### config.mk
export PLATFORM = sky130hd
export DESIGN_NAME = pbm_registers
export DESIGN_NICKNAME = d
export VERILOG_FILES = /design/src/pbm_pkg.sv /design/src/pbm_registers.sv
export VERILOG_INCLUDE_DIRS = /design/src
export SDC_FILE = /design/constraint.sdc
export NUM_CORES = 1
export LEC_CHECK = 0
export BUFFER_PORTS_ARGS = -buffer_cell sky130_fd_sc_hd__buf_2
export CAP_MARGIN = 5
export CORE_MARGIN = 2
export CORE_UTILIZATION = 59
export CTS_BUF_LIST = sky130_fd_sc_hd__clkbuf_4 sky130_fd_sc_hd__clkbuf_8
export DETAILED_ROUTE_END_ITERATION = 10
export GPL_ROUTABILITY_DRIVEN = 0
export PLACE_DENSITY = 0.78
export SLEW_MARGIN = 20
export SYNTH_ARGS = -nofsm -noshare
export SYNTH_HDL_FRONTEND = slang
export SYNTH_SLANG_ARGS = --single-unit
### constraint.sdc
create_clock -name clk -period 3.39 [get_ports clk]
set_clock_uncertainty 0.1 [all_clocks]
set_input_delay 0.339 -clock clk [delete_from_list [all_inputs] [get_ports clk]]
set_output_delay 0.339 -clock clk [all_outputs]
set_load 0.05 [all_outputs]
### src/pbm_consts.svh
// Register indices, bit positions and fixed values of the management register bank
`ifndef PBM_CONSTS_SVH
`define PBM_CONSTS_SVH

// =====================================================================
// Register indices
`define PBM_REG_BASIC_CONTROL    5'h00
`define PBM_REG_BASIC_STATUS     5'h01
`define PBM_REG_LAST_STANDARD    5'h08
`define PBM_REG_INTERFACE_CTRL   5'h14
`define PBM_REG_RX_ERROR_COUNT   5'h15
`define PBM_REG_IRQ_CTRL_STATUS  5'h1b
`define PBM_REG_VENDOR_CTRL_A    5'h1e
`define PBM_REG_VENDOR_CTRL_B    5'h1f

// =====================================================================
// Basic status read value: capability bits and other fixed bits
`define PBM_BASIC_STATUS_VALUE   16'h7849
`define PBM_STATUS_ABILITY_MSB   15
`define PBM_STATUS_ABILITY_LSB   12
`define PBM_STATUS_ABILITY       4'h7

// =====================================================================
// Management frame
`define PBM_PHY_ADDR_DEFAULT     5'h01
`define PBM_OP_READ              2'h2
`define PBM_OP_WRITE             2'h1
`define PBM_ADDR_BITS_LAST       6'h09
`define PBM_DATA_BITS_LAST       6'h0f
`define PBM_TA_BITS_LAST         6'h01

// =====================================================================
// Strap vector layout and settle time after reset release
`define PBM_STRAP_SPEED          3
`define PBM_STRAP_AUTONEG        2
`define PBM_STRAP_ISOLATE        1
`define PBM_STRAP_DUPLEX         0
`define PBM_STRAP_SETTLE         2'h2

`endif

### src/pbm_pkg.sv
// Types of the management register bank
package pbm_pkg;

  typedef enum logic [2:0] {
    PBM_IDLE,
    PBM_START,
    PBM_OP,
    PBM_ADDR,
    PBM_TA,
    PBM_READ,
    PBM_WRITE
  } pbm_phase_t;

  // Basic control register, bit 15 first
  typedef struct packed {
    logic       sw_reset;
    logic       loopback;
    logic       speed_100;
    logic       autoneg_en;
    logic       power_down;
    logic       isolate;
    logic       an_restart;
    logic       full_duplex;
    logic       col_test;
    logic [5:0] rsvd;
    logic       tx_disable;
  } pbm_ctrl_t;

  typedef struct packed {
    logic       mdc_s1;
    logic       mdc_s2;
    logic       mdc_d;
    logic       mdio_s1;
    logic       mdio_s2;
    logic [3:0] strap_s1;
    logic [3:0] strap_s2;
    logic [1:0] strap_cnt;
    logic       straps_ok;
    pbm_phase_t phase;
    logic [5:0] cnt;
    logic       op_read;
    logic       phy_hit;
    logic [4:0] regad;
    logic [15:0] shreg;
    logic       mdio_out;
    logic       mdio_oe;
    pbm_ctrl_t  ctrl;
    logic       eff_speed_100;
    logic       eff_full_duplex;
    logic       line_tx_enable;
  } pbm_state_t;

endpackage

### src/pbm_registers.sv
// Management register bank of a 10/100 transceiver behind the serial management pins
`include "pbm_consts.svh"

module pbm_registers
  import pbm_pkg::*;
#(
  parameter logic [4:0] PHY_ADDR = `PBM_PHY_ADDR_DEFAULT
) (
  input  wire logic clk,
  input  wire logic nrst,
  input  wire logic mdc,
  input  wire logic mdio_in,
  output logic      mdio_out,
  output logic      mdio_oe,
  input  wire logic speed_strap,
  input  wire logic autoneg_strap_input,
  input  wire logic isolate_strap,
  input  wire logic duplex_strap,
  input  wire logic an_result_speed_100,
  input  wire logic an_result_full_duplex,
  output logic      soft_reset,
  output logic      an_restart,
  output logic      autoneg_enable,
  output logic      speed_100,
  output logic      full_duplex,
  output logic      loopback,
  output logic      power_down,
  output logic      isolate,
  output logic      col_test,
  output logic      line_tx_enable
);

  // ===================================================================
  // Helpers

  function automatic pbm_ctrl_t pbm_strap_ctrl(input logic [3:0] straps);
    pbm_ctrl_t c;
    c             = '0;
    c.speed_100   = straps[`PBM_STRAP_SPEED];
    c.autoneg_en  = straps[`PBM_STRAP_AUTONEG];
    c.isolate     = straps[`PBM_STRAP_ISOLATE];
    c.full_duplex = ~straps[`PBM_STRAP_DUPLEX];
    return c;
  endfunction

  function automatic logic pbm_implemented(input logic [4:0] idx);
    return (idx <= `PBM_REG_LAST_STANDARD) ||
           (idx == `PBM_REG_INTERFACE_CTRL) ||
           (idx == `PBM_REG_RX_ERROR_COUNT) ||
           (idx == `PBM_REG_IRQ_CTRL_STATUS) ||
           (idx == `PBM_REG_VENDOR_CTRL_A) ||
           (idx == `PBM_REG_VENDOR_CTRL_B);
  endfunction

  function automatic logic [15:0] pbm_read_value(input logic [4:0] idx,
                                                 input pbm_ctrl_t c);
    logic [15:0] v;
    v = 16'h0000;
    if (!pbm_implemented(idx)) begin
      v = 16'h0000;
    end else if (idx == `PBM_REG_BASIC_CONTROL) begin
      v = c;
      v[6:1] = 6'h00;
    end else if (idx == `PBM_REG_BASIC_STATUS) begin
      v = `PBM_BASIC_STATUS_VALUE;
    end
    return v;
  endfunction

  // ===================================================================
  // State

  pbm_state_t st;
  pbm_state_t next_st;
  logic       mdc_rise;
  logic       bit_in;
  pbm_ctrl_t  wr_ctrl;
  logic       wr_commit;

  assign mdc_rise = st.mdc_s2 & ~st.mdc_d;
  assign bit_in   = st.mdio_s2;

  // Write data as it stands on the last data bit
  always_comb begin
    wr_ctrl      = pbm_ctrl_t'({st.shreg[14:0], bit_in});
    wr_ctrl.rsvd = 6'h00;
    wr_commit    = mdc_rise && (st.phase == PBM_WRITE) &&
                   (st.cnt == `PBM_DATA_BITS_LAST) && st.phy_hit &&
                   (st.regad == `PBM_REG_BASIC_CONTROL);
  end

  always_comb begin
    next_st = st;

    // Pin synchronisers
    next_st.mdc_s1   = mdc;
    next_st.mdc_s2   = st.mdc_s1;
    next_st.mdc_d    = st.mdc_s2;
    next_st.mdio_s1  = mdio_in;
    next_st.mdio_s2  = st.mdio_s1;
    next_st.strap_s1 = {speed_strap, autoneg_strap_input, isolate_strap, duplex_strap};
    next_st.strap_s2 = st.strap_s1;

    // Management frame receiver; runs regardless of power down
    if (mdc_rise) begin
      unique case (st.phase)
        PBM_IDLE: begin
          next_st.mdio_oe = 1'b0;
          if (!bit_in) begin
            next_st.phase = PBM_START;
          end
        end
        PBM_START: begin
          next_st.cnt   = 6'h00;
          next_st.phase = bit_in ? PBM_OP : PBM_IDLE;
        end
        PBM_OP: begin
          next_st.shreg = {st.shreg[14:0], bit_in};
          next_st.cnt   = st.cnt + 6'h01;
          if (st.cnt == 6'h01) begin
            next_st.cnt     = 6'h00;
            next_st.op_read = ({st.shreg[0], bit_in} == `PBM_OP_READ);
            if (({st.shreg[0], bit_in} == `PBM_OP_READ) ||
                ({st.shreg[0], bit_in} == `PBM_OP_WRITE)) begin
              next_st.phase = PBM_ADDR;
            end else begin
              next_st.phase = PBM_IDLE;
            end
          end
        end
        PBM_ADDR: begin
          next_st.shreg = {st.shreg[14:0], bit_in};
          next_st.cnt   = st.cnt + 6'h01;
          if (st.cnt == `PBM_ADDR_BITS_LAST) begin
            next_st.cnt     = 6'h00;
            next_st.phy_hit = (st.shreg[8:4] == PHY_ADDR);
            next_st.regad   = {st.shreg[3:0], bit_in};
            next_st.phase   = PBM_TA;
          end
        end
        PBM_TA: begin
          next_st.cnt = st.cnt + 6'h01;
          if (st.cnt == 6'h00) begin
            // Second turnaround bit: drive zero on a read addressed to us
            next_st.mdio_oe  = st.op_read && st.phy_hit;
            next_st.mdio_out = 1'b0;
          end else begin
            next_st.cnt = 6'h00;
            if (st.op_read) begin
              next_st.shreg    = pbm_read_value(st.regad, st.ctrl);
              next_st.mdio_out = pbm_read_value(st.regad, st.ctrl) >> 15 != 16'h0000;
              next_st.phase    = PBM_READ;
            end else begin
              next_st.phase = PBM_WRITE;
            end
          end
        end
        PBM_READ: begin
          next_st.cnt = st.cnt + 6'h01;
          if (st.cnt == `PBM_DATA_BITS_LAST) begin
            next_st.mdio_oe  = 1'b0;
            next_st.mdio_out = 1'b0;
            next_st.cnt      = 6'h00;
            next_st.phase    = PBM_IDLE;
          end else begin
            next_st.mdio_out = st.shreg[14];
            next_st.shreg    = {st.shreg[14:0], 1'b0};
          end
        end
        PBM_WRITE: begin
          next_st.shreg = {st.shreg[14:0], bit_in};
          next_st.cnt   = st.cnt + 6'h01;
          if (st.cnt == `PBM_DATA_BITS_LAST) begin
            next_st.cnt   = 6'h00;
            next_st.phase = PBM_IDLE;
          end
        end
      endcase
    end

    // control writes accepted in power down
    if (wr_commit) begin
      next_st.ctrl = wr_ctrl;
    end

    if (st.ctrl.sw_reset) begin
      next_st.ctrl = pbm_strap_ctrl(st.strap_s2);
    end

    if (st.ctrl.an_restart && !wr_commit) begin
      next_st.ctrl.an_restart = 1'b0;
    end

    if (!st.straps_ok) begin
      next_st.strap_cnt = st.strap_cnt + 2'h1;
      if (st.strap_cnt == `PBM_STRAP_SETTLE) begin
        next_st.straps_ok = 1'b1;
        next_st.ctrl      = pbm_strap_ctrl(st.strap_s2);
      end
    end

    next_st.eff_speed_100   = st.ctrl.autoneg_en ? an_result_speed_100 : st.ctrl.speed_100;
    next_st.eff_full_duplex = st.ctrl.autoneg_en ? an_result_full_duplex
                                                 : st.ctrl.full_duplex;
    // line transmitter gating; held off until the isolate strap is loaded
    next_st.line_tx_enable = st.straps_ok & ~st.ctrl.tx_disable & ~st.ctrl.isolate &
                             ~st.ctrl.power_down;
  end

  always_ff @(posedge clk or negedge nrst) begin
    if (!nrst) begin
      st <= '0;
    end else begin
      st <= next_st;
    end
  end

  // ===================================================================
  // Outputs

  assign mdio_out       = st.mdio_out;
  assign mdio_oe        = st.mdio_oe;
  assign soft_reset     = st.ctrl.sw_reset;
  assign an_restart     = st.ctrl.an_restart;
  assign autoneg_enable = st.ctrl.autoneg_en;
  assign speed_100      = st.eff_speed_100;
  assign full_duplex    = st.eff_full_duplex;
  assign loopback       = st.ctrl.loopback;
  assign power_down     = st.ctrl.power_down;
  assign isolate        = st.ctrl.isolate;
  assign col_test       = st.ctrl.col_test;
  assign line_tx_enable = st.line_tx_enable;

  // ===================================================================
  // Assertions

  a_sw_reset_clear: assert property (@(posedge clk) disable iff (!nrst)
    st.ctrl.sw_reset |=> !st.ctrl.sw_reset &&
      (st.ctrl == pbm_strap_ctrl($past(st.strap_s2))))
    else $error("software reset bit did not clear to strap defaults");

  a_restart_clear: assert property (@(posedge clk) disable iff (!nrst)
    (st.ctrl.an_restart && !wr_commit) |=> !st.ctrl.an_restart)
    else $error("restart bit did not clear itself");

  a_speed_select: assert property (@(posedge clk) disable iff (!nrst)
    st.straps_ok |=> speed_100 ==
      ($past(st.ctrl.autoneg_en) ? $past(an_result_speed_100) : $past(st.ctrl.speed_100)))
    else $error("effective speed wrong");

  a_duplex_select: assert property (@(posedge clk) disable iff (!nrst)
    (st.straps_ok && st.ctrl.autoneg_en) |=> full_duplex == $past(an_result_full_duplex))
    else $error("negotiated duplex not applied");

  a_strap_load: assert property (@(posedge clk) disable iff (!nrst)
    $rose(st.straps_ok) |-> st.ctrl.speed_100 == $past(st.strap_s2[`PBM_STRAP_SPEED]) &&
      st.ctrl.autoneg_en == $past(st.strap_s2[`PBM_STRAP_AUTONEG]) &&
      st.ctrl.isolate == $past(st.strap_s2[`PBM_STRAP_ISOLATE]))
    else $error("strap defaults not loaded");

  a_duplex_strap: assert property (@(posedge clk) disable iff (!nrst)
    $rose(st.straps_ok) |-> st.ctrl.full_duplex == !$past(st.strap_s2[`PBM_STRAP_DUPLEX]))
    else $error("duplex default not inverse of strap");

  a_tx_col_default: assert property (@(posedge clk) disable iff (!nrst)
    $rose(st.straps_ok) |-> (!st.ctrl.tx_disable && !st.ctrl.col_test && !line_tx_enable)
      ##1 (line_tx_enable == !$past(st.ctrl.isolate)))
    else $error("transmitter or collision test default wrong");

  a_col_test_write: assert property (@(posedge clk) disable iff (!nrst)
    wr_commit |=> col_test == $past(st.shreg[6]) || $past(st.ctrl.sw_reset))
    else $error("collision test bit not written");

  a_isolate_tx: assert property (@(posedge clk) disable iff (!nrst)
    (isolate || st.ctrl.tx_disable) |=> !line_tx_enable)
    else $error("line transmitter active while isolated or disabled");

  a_status_ability: assert property (@(posedge clk) disable iff (!nrst)
    (mdc_rise && st.phase == PBM_TA && st.cnt == 6'h01 && st.op_read &&
     st.regad == `PBM_REG_BASIC_STATUS) |=>
      st.shreg[`PBM_STATUS_ABILITY_MSB:`PBM_STATUS_ABILITY_LSB] == `PBM_STATUS_ABILITY &&
      !mdio_out)
    else $error("status ability bits wrong");

  a_reserved_read: assert property (@(posedge clk) disable iff (!nrst)
    (st.phase == PBM_READ && !pbm_implemented(st.regad)) |-> !mdio_out)
    else $error("reserved register read nonzero");

  a_power_down_access: assert property (@(posedge clk) disable iff (!nrst)
    (wr_commit && power_down) |=> power_down == $past(st.shreg[10]) ||
      $past(st.ctrl.sw_reset))
    else $error("control write refused in power down");

  a_reserved_zero: assert property (@(posedge clk) disable iff (!nrst)
    st.ctrl.rsvd == 6'h00)
    else $error("reserved control bits nonzero");

  a_reset_pulse: assert property (@(posedge clk) disable iff (!nrst)
    soft_reset |=> !soft_reset)
    else $error("software reset output longer than one clock");

  a_restart_write: assert property (@(posedge clk) disable iff (!nrst)
    wr_commit |=> an_restart == $past(st.shreg[8]) || $past(st.ctrl.sw_reset))
    else $error("restart bit not written");

  a_tx_enable: assert property (@(posedge clk) disable iff (!nrst)
    (st.straps_ok && !st.ctrl.tx_disable && !isolate && !power_down) |=> line_tx_enable)
    else $error("line transmitter not enabled");

  a_power_down_tx: assert property (@(posedge clk) disable iff (!nrst)
    power_down |=> !line_tx_enable)
    else $error("line transmitter active in power down");

  a_read_drive: assert property (@(posedge clk) disable iff (!nrst)
    (st.phase == PBM_READ && st.op_read && st.phy_hit) |-> mdio_oe)
    else $error("read data not driven");

  a_foreign_quiet: assert property (@(posedge clk) disable iff (!nrst)
    !st.phy_hit |-> !mdio_oe)
    else $error("data pin driven for a foreign address");

  a_col_reset: assert property (@(posedge clk) disable iff (!nrst)
    soft_reset |=> !col_test)
    else $error("collision test not cleared by software reset");

endmodule // pbm_registers

==> results of run 1 <==
## per-layer routing
metal	up-vias	track usage, %	share of wire (%)
met2	64	37.1	48
met5	-	0	0
met1	1113	33.5	45
met4	0	12.7	2.2
met3	10	5.08	4.8
li1	1074	-	-
## final timing paths
check / start / end / slack, ps / cells after the start
max in group asynchronous: nrst / next_st[56] / 2100 / 3
min reg2reg: next_st[64] / bit_in / 250 / 0
min in group asynchronous: nrst / st[52] / 460 / 2
max: st[45] / st[51] / 770 / 7
max reg2reg: st[45] / st[51] / 770 / 7
min: an_result_speed_100 / speed_100 / 140 / 2
## worst reg2reg max path: cells and delay by family, from the launching register on
kind,cells,cell delay [ps]
buf+inv,1,120
mux,1,310
flops,1,380
compound gates,2,520
simple gates,2,900
fa+ha+maj,1,190
## power breakdown
group	leakage, nW	internal, mW	switching (mW)
Combinational	0.682	0.170	0.248
Clock	0.106	0.395	0.266
Sequential	0.795	0.809	0.108
## through the flow
stage,setup slack [ps],cells
after floorplan,994,285
after global placement,886,365
after detailed placement,806,365
after CTS,796,387
after global routing,664,388
final,769,388
## cells in the mapped netlist, drive strengths merged (2+ instances only)
cell type,count,share of area [%]
nor4b,2,0.83
a21o,4,1.0
o211ai,2,0.52
o21ai,31,5.4
inv,7,0.91
nand4,2,0.43
nand3,7,1.2
nor4,5,1.3
mux2,11,4.7
a21oi,17,3.0
mux2i,2,0.70
a31oi,6,1.3
ha,5,2.2
or2,4,0.87
a22oi,4,1.0
nor3,4,0.70
nand2b,2,0.43
nor2,14,1.8
or3,2,0.43
nor2b,4,0.87
nand2,44,5.7
and3,6,1.3
clkbuf,13,1.7
xnor2,3,0.91
a32o,2,0.70
dfrtp,62,54
nor3b,2,0.52
## timing repair
action | 4_1_cts | 5_1_grt
endpoints found under the setup margin | 0 | 0
endpoints found under the hold margin | 6 | 49
hold buffers | 6 | 1
## logic make-up (layout without fill, tap and decap cells)
logic type / after synthesis / in the layout / share of synthesized area [%]
simple gates: 106 / 106 / 18.9
buf+inv: 21 / 57 / 2.87
fa+ha+maj: 5 / 5 / 2.17
compound gates: 74 / 74 / 15.6
flops: 62 / 62 / 53.9
xor+xnor: 4 / 4 / 1.22
mux: 13 / 13 / 5.39
## final cells by class
type                            instances  area, um2
Clock buffer                           13        166
Tap cell                               67       83.8
Fill cell                             370       1380
Timing Repair Buffer                   34        223
Inverter                                7       26.3
Sequential cell                        62       1550
Clock inverter                          3       42.5
Multi-Input combinational cell        202       1250
==> metrics.txt, run 1 <==
# TYPE chip_impl_metric gauge
chip_impl_info{name="run_status",value="completed"} 1
chip_impl_metric{name="insertedDiodeCount",unit=""} 0
chip_impl_metric{name="synth-warning-count",unit=""} 0
chip_impl_info{name="worst_path_dominant_cell_family",value="simple AND/OR/NAND/NOR gates"} 1
chip_impl_metric{name="final.period_utilization",unit="%"} 77.3
chip_impl_metric{name="cts_max_path_buffers",unit=""} 2
chip_impl_metric{name="placementRows",unit=""} 25
chip_impl_metric{name="max_slew_margin",unit="%"} 38.5
chip_impl_metric{name="track_usage",unit="%"} 24.6
chip_impl_metric{name="avgSynthCellArea",unit="um2"} 10.1
chip_impl_info{name="kind_of_critical_path",value="flop to flop"} 1
chip_impl_metric{name="clock.fmax",unit="MHz"} 382
chip_impl_metric{name="die-width",unit="um"} 73.8
chip_impl_metric{name="core_region_area",unit="um2"} 4720
chip_impl_metric{name="powerDensity",unit="nW/um2"} 597
chip_impl_metric{name="portBuffers",unit=""} 21
chip_impl_metric{name="remaining_drc_errors",unit=""} 0
chip_impl_metric{name="clk-insertion-delay-late",unit="ps"} 330
chip_impl_metric{name="netlist-cell-type-count",unit=""} 49
chip_impl_metric{name="final.setup.tns",unit="ps"} 0
chip_impl_info{name="cts_root_buf",value="clkbuf_8"} 1
chip_impl_metric{name="largest_register_ff_count",unit=""} 42
chip_impl_metric{name="synth-async-reset-ratio",unit="%"} 100
chip_impl_metric{name="postSynthCellCount",unit=""} 285
chip_impl_metric{name="timing.critical_path.required",unit="ps"} 3510
chip_impl_metric{name="final_layout_size_suffix_gt1_share",unit="%"} 19.3
chip_impl_info{name="cp-start-kind",value="flop"} 1
chip_impl_metric{name="globalRouteOverflowTotal",unit=""} 0
chip_impl_metric{name="path_max_fanout",unit=""} 5
chip_impl_metric{name="post_cts_resize_count",unit=""} 0
chip_impl_metric{name="final-max-slew-violation-count",unit=""} 0
chip_impl_metric{name="wl_per_cell",unit="um"} 15.0
chip_impl_metric{name="grt_max_degree",unit=""} 51
chip_impl_metric{name="design.final.nets",unit=""} 331
chip_impl_metric{name="max_cap_violations",unit=""} 0
chip_impl_metric{name="postCtsSetupRepairBufs",unit=""} 0
chip_impl_metric{name="synth-seq-cells",unit=""} 62
chip_impl_metric{name="worst_hold_slack",unit="ps"} 138
chip_impl_info{name="largest_register",value="st"} 1
chip_impl_metric{name="worst_ep_arrival_time",unit="ps"} 2740
chip_impl_metric{name="synth.cell_area",unit="um2"} 2880
chip_impl_info{name="worst_path_max_delay_cell",value="or4_4"} 1
chip_impl_metric{name="cpPeakStageDelay",unit="ps"} 620
chip_impl_metric{name="fin_util",unit="%"} 70.8
chip_impl_metric{name="cts_inserted_buffers",unit=""} 9
chip_impl_metric{name="first_iter_violations",unit=""} 314
chip_impl_info{name="tritoncts",value="done"} 1
chip_impl_metric{name="dpl-instance-area",unit="um2"} 3060
chip_impl_metric{name="initial_antenna_violation_count",unit=""} 0
chip_impl_metric{name="htreeDepth",unit=""} 3
chip_impl_metric{name="floorplan.initialDensity",unit="%"} 60.9
chip_impl_metric{name="chipHeight",unit="um"} 73.8
chip_impl_metric{name="clock-sinks",unit=""} 62
chip_impl_metric{name="cp.buffers_inverters",unit=""} 1
chip_impl_metric{name="worst_ir_drop_on_vdd",unit="mV"} 0.473
chip_impl_metric{name="vias_per_cell",unit=""} 5.83
chip_impl_metric{name="dp.final_hpwl",unit="um"} 3950
chip_impl_metric{name="syn-num-nets",unit=""} 300
chip_impl_metric{name="ys_seq_area_share",unit="%"} 53.9
chip_impl_info{name="worst_setup_path_end_kind",value="flop"} 1
chip_impl_metric{name="drt.antenna.violating_nets",unit=""} 0
chip_impl_info{name="rsz_0062_raised_after_global_routing",value="no"} 1
chip_impl_info{name="timing.hold.worst.class",value="primary input to flop"} 1
chip_impl_metric{name="layout-area-overhead-vs-synth",unit="%"} 16.1
chip_impl_info{name="most_frequent_standard_cell_in_the_layout_excluding_fill_and_tap_cells",value="dfrtp_1"} 1
chip_impl_metric{name="detailroute.via_count",unit=""} 2261
chip_impl_metric{name="routed_wirelength",unit="um"} 5840
chip_impl_info{name="crit_chain",value="inv_1 -> ha_1 -> nor4b_2 -> a211oi_1 -> or4_4 -> a211o_4 -> mux2_4"} 1
chip_impl_metric{name="clkTransAtPathRegs",unit="ps"} 60
chip_impl_metric{name="synth_edf_count",unit=""} 0
chip_impl_metric{name="leakage",unit="nW"} 1.58
chip_impl_metric{name="die-area",unit="um2"} 5450
chip_impl_metric{name="design_area",unit="um2"} 3340
chip_impl_metric{name="tightest_slew",unit="ps"} 914
chip_impl_info{name="layout_common_cells",value="dfrtp_1 (62), nand2_1 (44), o21ai_0 (31), buf_2 (20), a21oi_1 (17)"} 1
chip_impl_metric{name="post-route-min-period",unit="ps"} 2620
chip_impl_info{name="synth_flop_cell",value="dfrtp_1"} 1
chip_impl_metric{name="final-setup-viol-count",unit=""} 0
chip_impl_metric{name="io-pin-count",unit=""} 22
chip_impl_metric{name="wire_length_of_the_first_global_routing_pass",unit="um"} 9930
chip_impl_metric{name="grt_pass1_vias",unit=""} 2172
chip_impl_metric{name="p_total",unit="mW"} 1.99
chip_impl_metric{name="detailedRoute.firstPassIterationCount",unit=""} 4
chip_impl_metric{name="final_hold_viol_count",unit=""} 0
Note: power is estimated with default switching activity, not from simulation.
==> run 2, diff against run 1 <==
==> constraint.sdc (replaced) <==
create_clock -name clk -period 2.65 [get_ports clk]
set_clock_uncertainty 0.1 [all_clocks]
set_input_delay 0.265 -clock clk [delete_from_list [all_inputs] [get_ports clk]]
set_output_delay 0.265 -clock clk [all_outputs]
set_load 0.05 [all_outputs]
==> run 2 against run 1 <==
Effect of this change: hold slack got worse by 87 ps; largest cell class unchanged; largest power group unchanged; combinational power increased by 48%; maximum frequency increased by 3.2%; register-to-register slack got worse by 660 ps; count of clock-buffer cells in the layout decreased by 3.
==> metrics.txt, run 2 (same netlist as run 1, synthesis figures left out) <==
# TYPE chip_impl_metric gauge
chip_impl_info{name="run_status",value="completed"} 1
chip_impl_metric{name="io-pin-count",unit=""} 22
chip_impl_metric{name="leakage",unit="nW"} 1.62
chip_impl_metric{name="post-route-min-period",unit="ps"} 2540
chip_impl_metric{name="worst_ir_drop_on_vdd",unit="mV"} 0.509
chip_impl_metric{name="globalRouteOverflowTotal",unit=""} 0
chip_impl_metric{name="remaining_drc_errors",unit=""} 0
chip_impl_metric{name="routed_wirelength",unit="um"} 6200
chip_impl_metric{name="first_iter_violations",unit=""} 234
chip_impl_metric{name="route.met3.wl",unit="um"} 327
chip_impl_info{name="layout_common_cells",value="dfrtp_1 (62), nand2_1 (44), o21ai_0 (31), buf_2 (21), a21oi_1 (17)"} 1
chip_impl_info{name="tritoncts",value="done"} 1
chip_impl_metric{name="wire_length_of_the_first_global_routing_pass",unit="um"} 10600
chip_impl_info{name="kind_of_critical_path",value="flop to flop"} 1
chip_impl_info{name="setup.worst_path.start",value="st[45]"} 1
chip_impl_metric{name="track_usage",unit="%"} 26.5
chip_impl_metric{name="path_max_fanout",unit=""} 5
chip_impl_metric{name="final-max-slew-violation-count",unit=""} 0
chip_impl_metric{name="clock.fmax",unit="MHz"} 394
chip_impl_info{name="cp-start-kind",value="flop"} 1
chip_impl_metric{name="dp.final_hpwl",unit="um"} 4180
chip_impl_metric{name="final_layout_size_suffix_gt1_share",unit="%"} 21.6
chip_impl_metric{name="setup.reg_to_reg.worst_slack",unit="ps"} 110
chip_impl_metric{name="final_cells",unit=""} 396
chip_impl_metric{name="floorplan.initialDensity",unit="%"} 60.9
chip_impl_metric{name="routedLengthMet1",unit="um"} 2820
chip_impl_metric{name="initial_antenna_violation_count",unit=""} 0
chip_impl_metric{name="timing.critical_path.required",unit="ps"} 2770
chip_impl_metric{name="detailroute.wirelength.met2",unit="um"} 2960
chip_impl_metric{name="cts_max_path_buffers",unit=""} 2
chip_impl_metric{name="clkTransAtPathRegs",unit="ps"} 70
chip_impl_metric{name="largest_register_ff_count",unit=""} 42
chip_impl_metric{name="grt_pass1_vias",unit=""} 2238
chip_impl_info{name="largest_register",value="st"} 1
chip_impl_metric{name="tightest_slew",unit="ps"} 728
chip_impl_metric{name="detailedRoute.firstPassIterationCount",unit=""} 4
chip_impl_metric{name="die-area",unit="um2"} 5450
chip_impl_metric{name="clk-insertion-delay-late",unit="ps"} 340
chip_impl_info{name="cts_root_buf",value="clkbuf_8"} 1
chip_impl_metric{name="core_region_area",unit="um2"} 4720
chip_impl_metric{name="portBuffers",unit=""} 21
chip_impl_metric{name="rr_worst_depth",unit=""} 7
chip_impl_info{name="hold_path_startpoint",value="an_result_full_duplex"} 1
chip_impl_metric{name="nFillCells",unit=""} 348
chip_impl_metric{name="final.period_utilization",unit="%"} 95.8
chip_impl_metric{name="wl_per_cell",unit="um"} 15.7
chip_impl_metric{name="worst_ep_arrival_time",unit="ps"} 2660
chip_impl_metric{name="placementRows",unit=""} 25
chip_impl_metric{name="design_area",unit="um2"} 3400
chip_impl_metric{name="drt.antenna.violating_nets",unit=""} 0
chip_impl_metric{name="max_cap_violations",unit=""} 0
chip_impl_metric{name="final_hold_viol_count",unit=""} 0
chip_impl_info{name="worst_setup_path_end_kind",value="flop"} 1
chip_impl_metric{name="detailroute.via_count",unit=""} 2304
chip_impl_metric{name="insertedDiodeCount",unit=""} 0
chip_impl_info{name="timing.hold.worst.class",value="primary input to flop"} 1
chip_impl_metric{name="chipHeight",unit="um"} 73.8
chip_impl_info{name="most_frequent_standard_cell_in_the_layout_excluding_fill_and_tap_cells",value="dfrtp_1"} 1
chip_impl_metric{name="powerDensity",unit="nW/um2"} 767
chip_impl_metric{name="vias_per_cell",unit=""} 5.82
chip_impl_metric{name="final-setup-viol-count",unit=""} 0
chip_impl_info{name="routed.top_layer",value="met4"} 1
chip_impl_info{name="reg2reg_to",value="st[52]"} 1
chip_impl_metric{name="dp.cells",unit=""} 372
chip_impl_metric{name="clock-sinks",unit=""} 62
chip_impl_metric{name="hold_depth",unit=""} 2
chip_impl_metric{name="htreeDepth",unit=""} 3
chip_impl_metric{name="layout-area-overhead-vs-synth",unit="%"} 18.3
chip_impl_metric{name="final.setup.tns",unit="ps"} 0
chip_impl_metric{name="max_slew_margin",unit="%"} 51.0
chip_impl_metric{name="die-width",unit="um"} 73.8
chip_impl_info{name="worst_r2r_startpoint",value="st[45]"} 1
chip_impl_metric{name="cts_inserted_buffers",unit=""} 9
chip_impl_metric{name="grt_max_degree",unit=""} 31
chip_impl_info{name="worst_setup_path_endpoint",value="st[52]"} 1
chip_impl_metric{name="design.final.nets",unit=""} 339
chip_impl_metric{name="dpl-instance-area",unit="um2"} 3110
[run 2: power breakdown]
group / internal [mW] / total (mW) / switching [mW]
clock: 0.464 / 0.849 / 0.385
sequential: 1.03 / 1.15 / 0.112
combinational: 0.264 / 0.617 / 0.353
[run 2: worst min path at each step]
stage / endpoint / slack, ps
3_3_place_gp: st[52] / 170
4_1_cts: full_duplex / 40
2_1_floorplan: an_restart / -130
3_5_place_dp: mdio_out / 180
6_report: full_duplex / 50
5_1_grt: full_duplex / 40
[run 2: stage by stage]
step | worst slack (ps) | hold slack (ps) | total power, mW | util (%)
2_1_floorplan | 254 | -131 | 1.56 | -
3_3_place_gp | 159 | 166 | 1.73 | 65.9
3_5_place_dp | 56.3 | 176 | 1.75 | 65.9
4_1_cts | 36.7 | 42.4 | 2.61 | 71.7
5_1_grt | -2.66 | 39.1 | 2.75 | 72.1
6_report | 111 | 51.8 | 2.61 | 72.1
[run 2: per-layer routing]
| metal | vias to the layer above | GRT usage (%) |
|---|---|---|
| met3 | 12 | 7.13 |
| met2 | 76 | 40.9 |
| met1 | 1124 | 36.1 |
| li1 | 1092 | - |
| met4 | 0 | 9.70 |
| met5 | - | 0 |
[run 2: final cells by class]
| cell class | instances | area (um2) | share of cell area (%) |
|---|---|---|---|
| Tap cell | 67 | 83.8 | 2.46 |
| Sequential cell | 62 | 1550 | 45.6 |
| Clock buffer | 10 | 138 | 4.04 |
| Inverter | 7 | 26.3 | 0.772 |
| Clock inverter | 6 | 67.6 | 1.98 |
| Multi-Input combinational cell | 202 | 1260 | 36.9 |
| Timing Repair Buffer | 42 | 280 | 8.23 |
[run 2: repair_timing]
action                                  4_1_cts  5_1_grt
endpoints found under the hold margin        27        0
hold buffers                                  7        0
resized for setup                             0        2
endpoints found under the setup margin        0        3
buffers inserted                              0        1
[run 2: critical path, stage by stage, from the launching register on]
cell	delay (ps)
dfrtp_1	400
inv_2	100
ha_1	190
nor4b_4	250
a211oi_1	130
or4_4	600
a211o_4	360
mux2_4	300
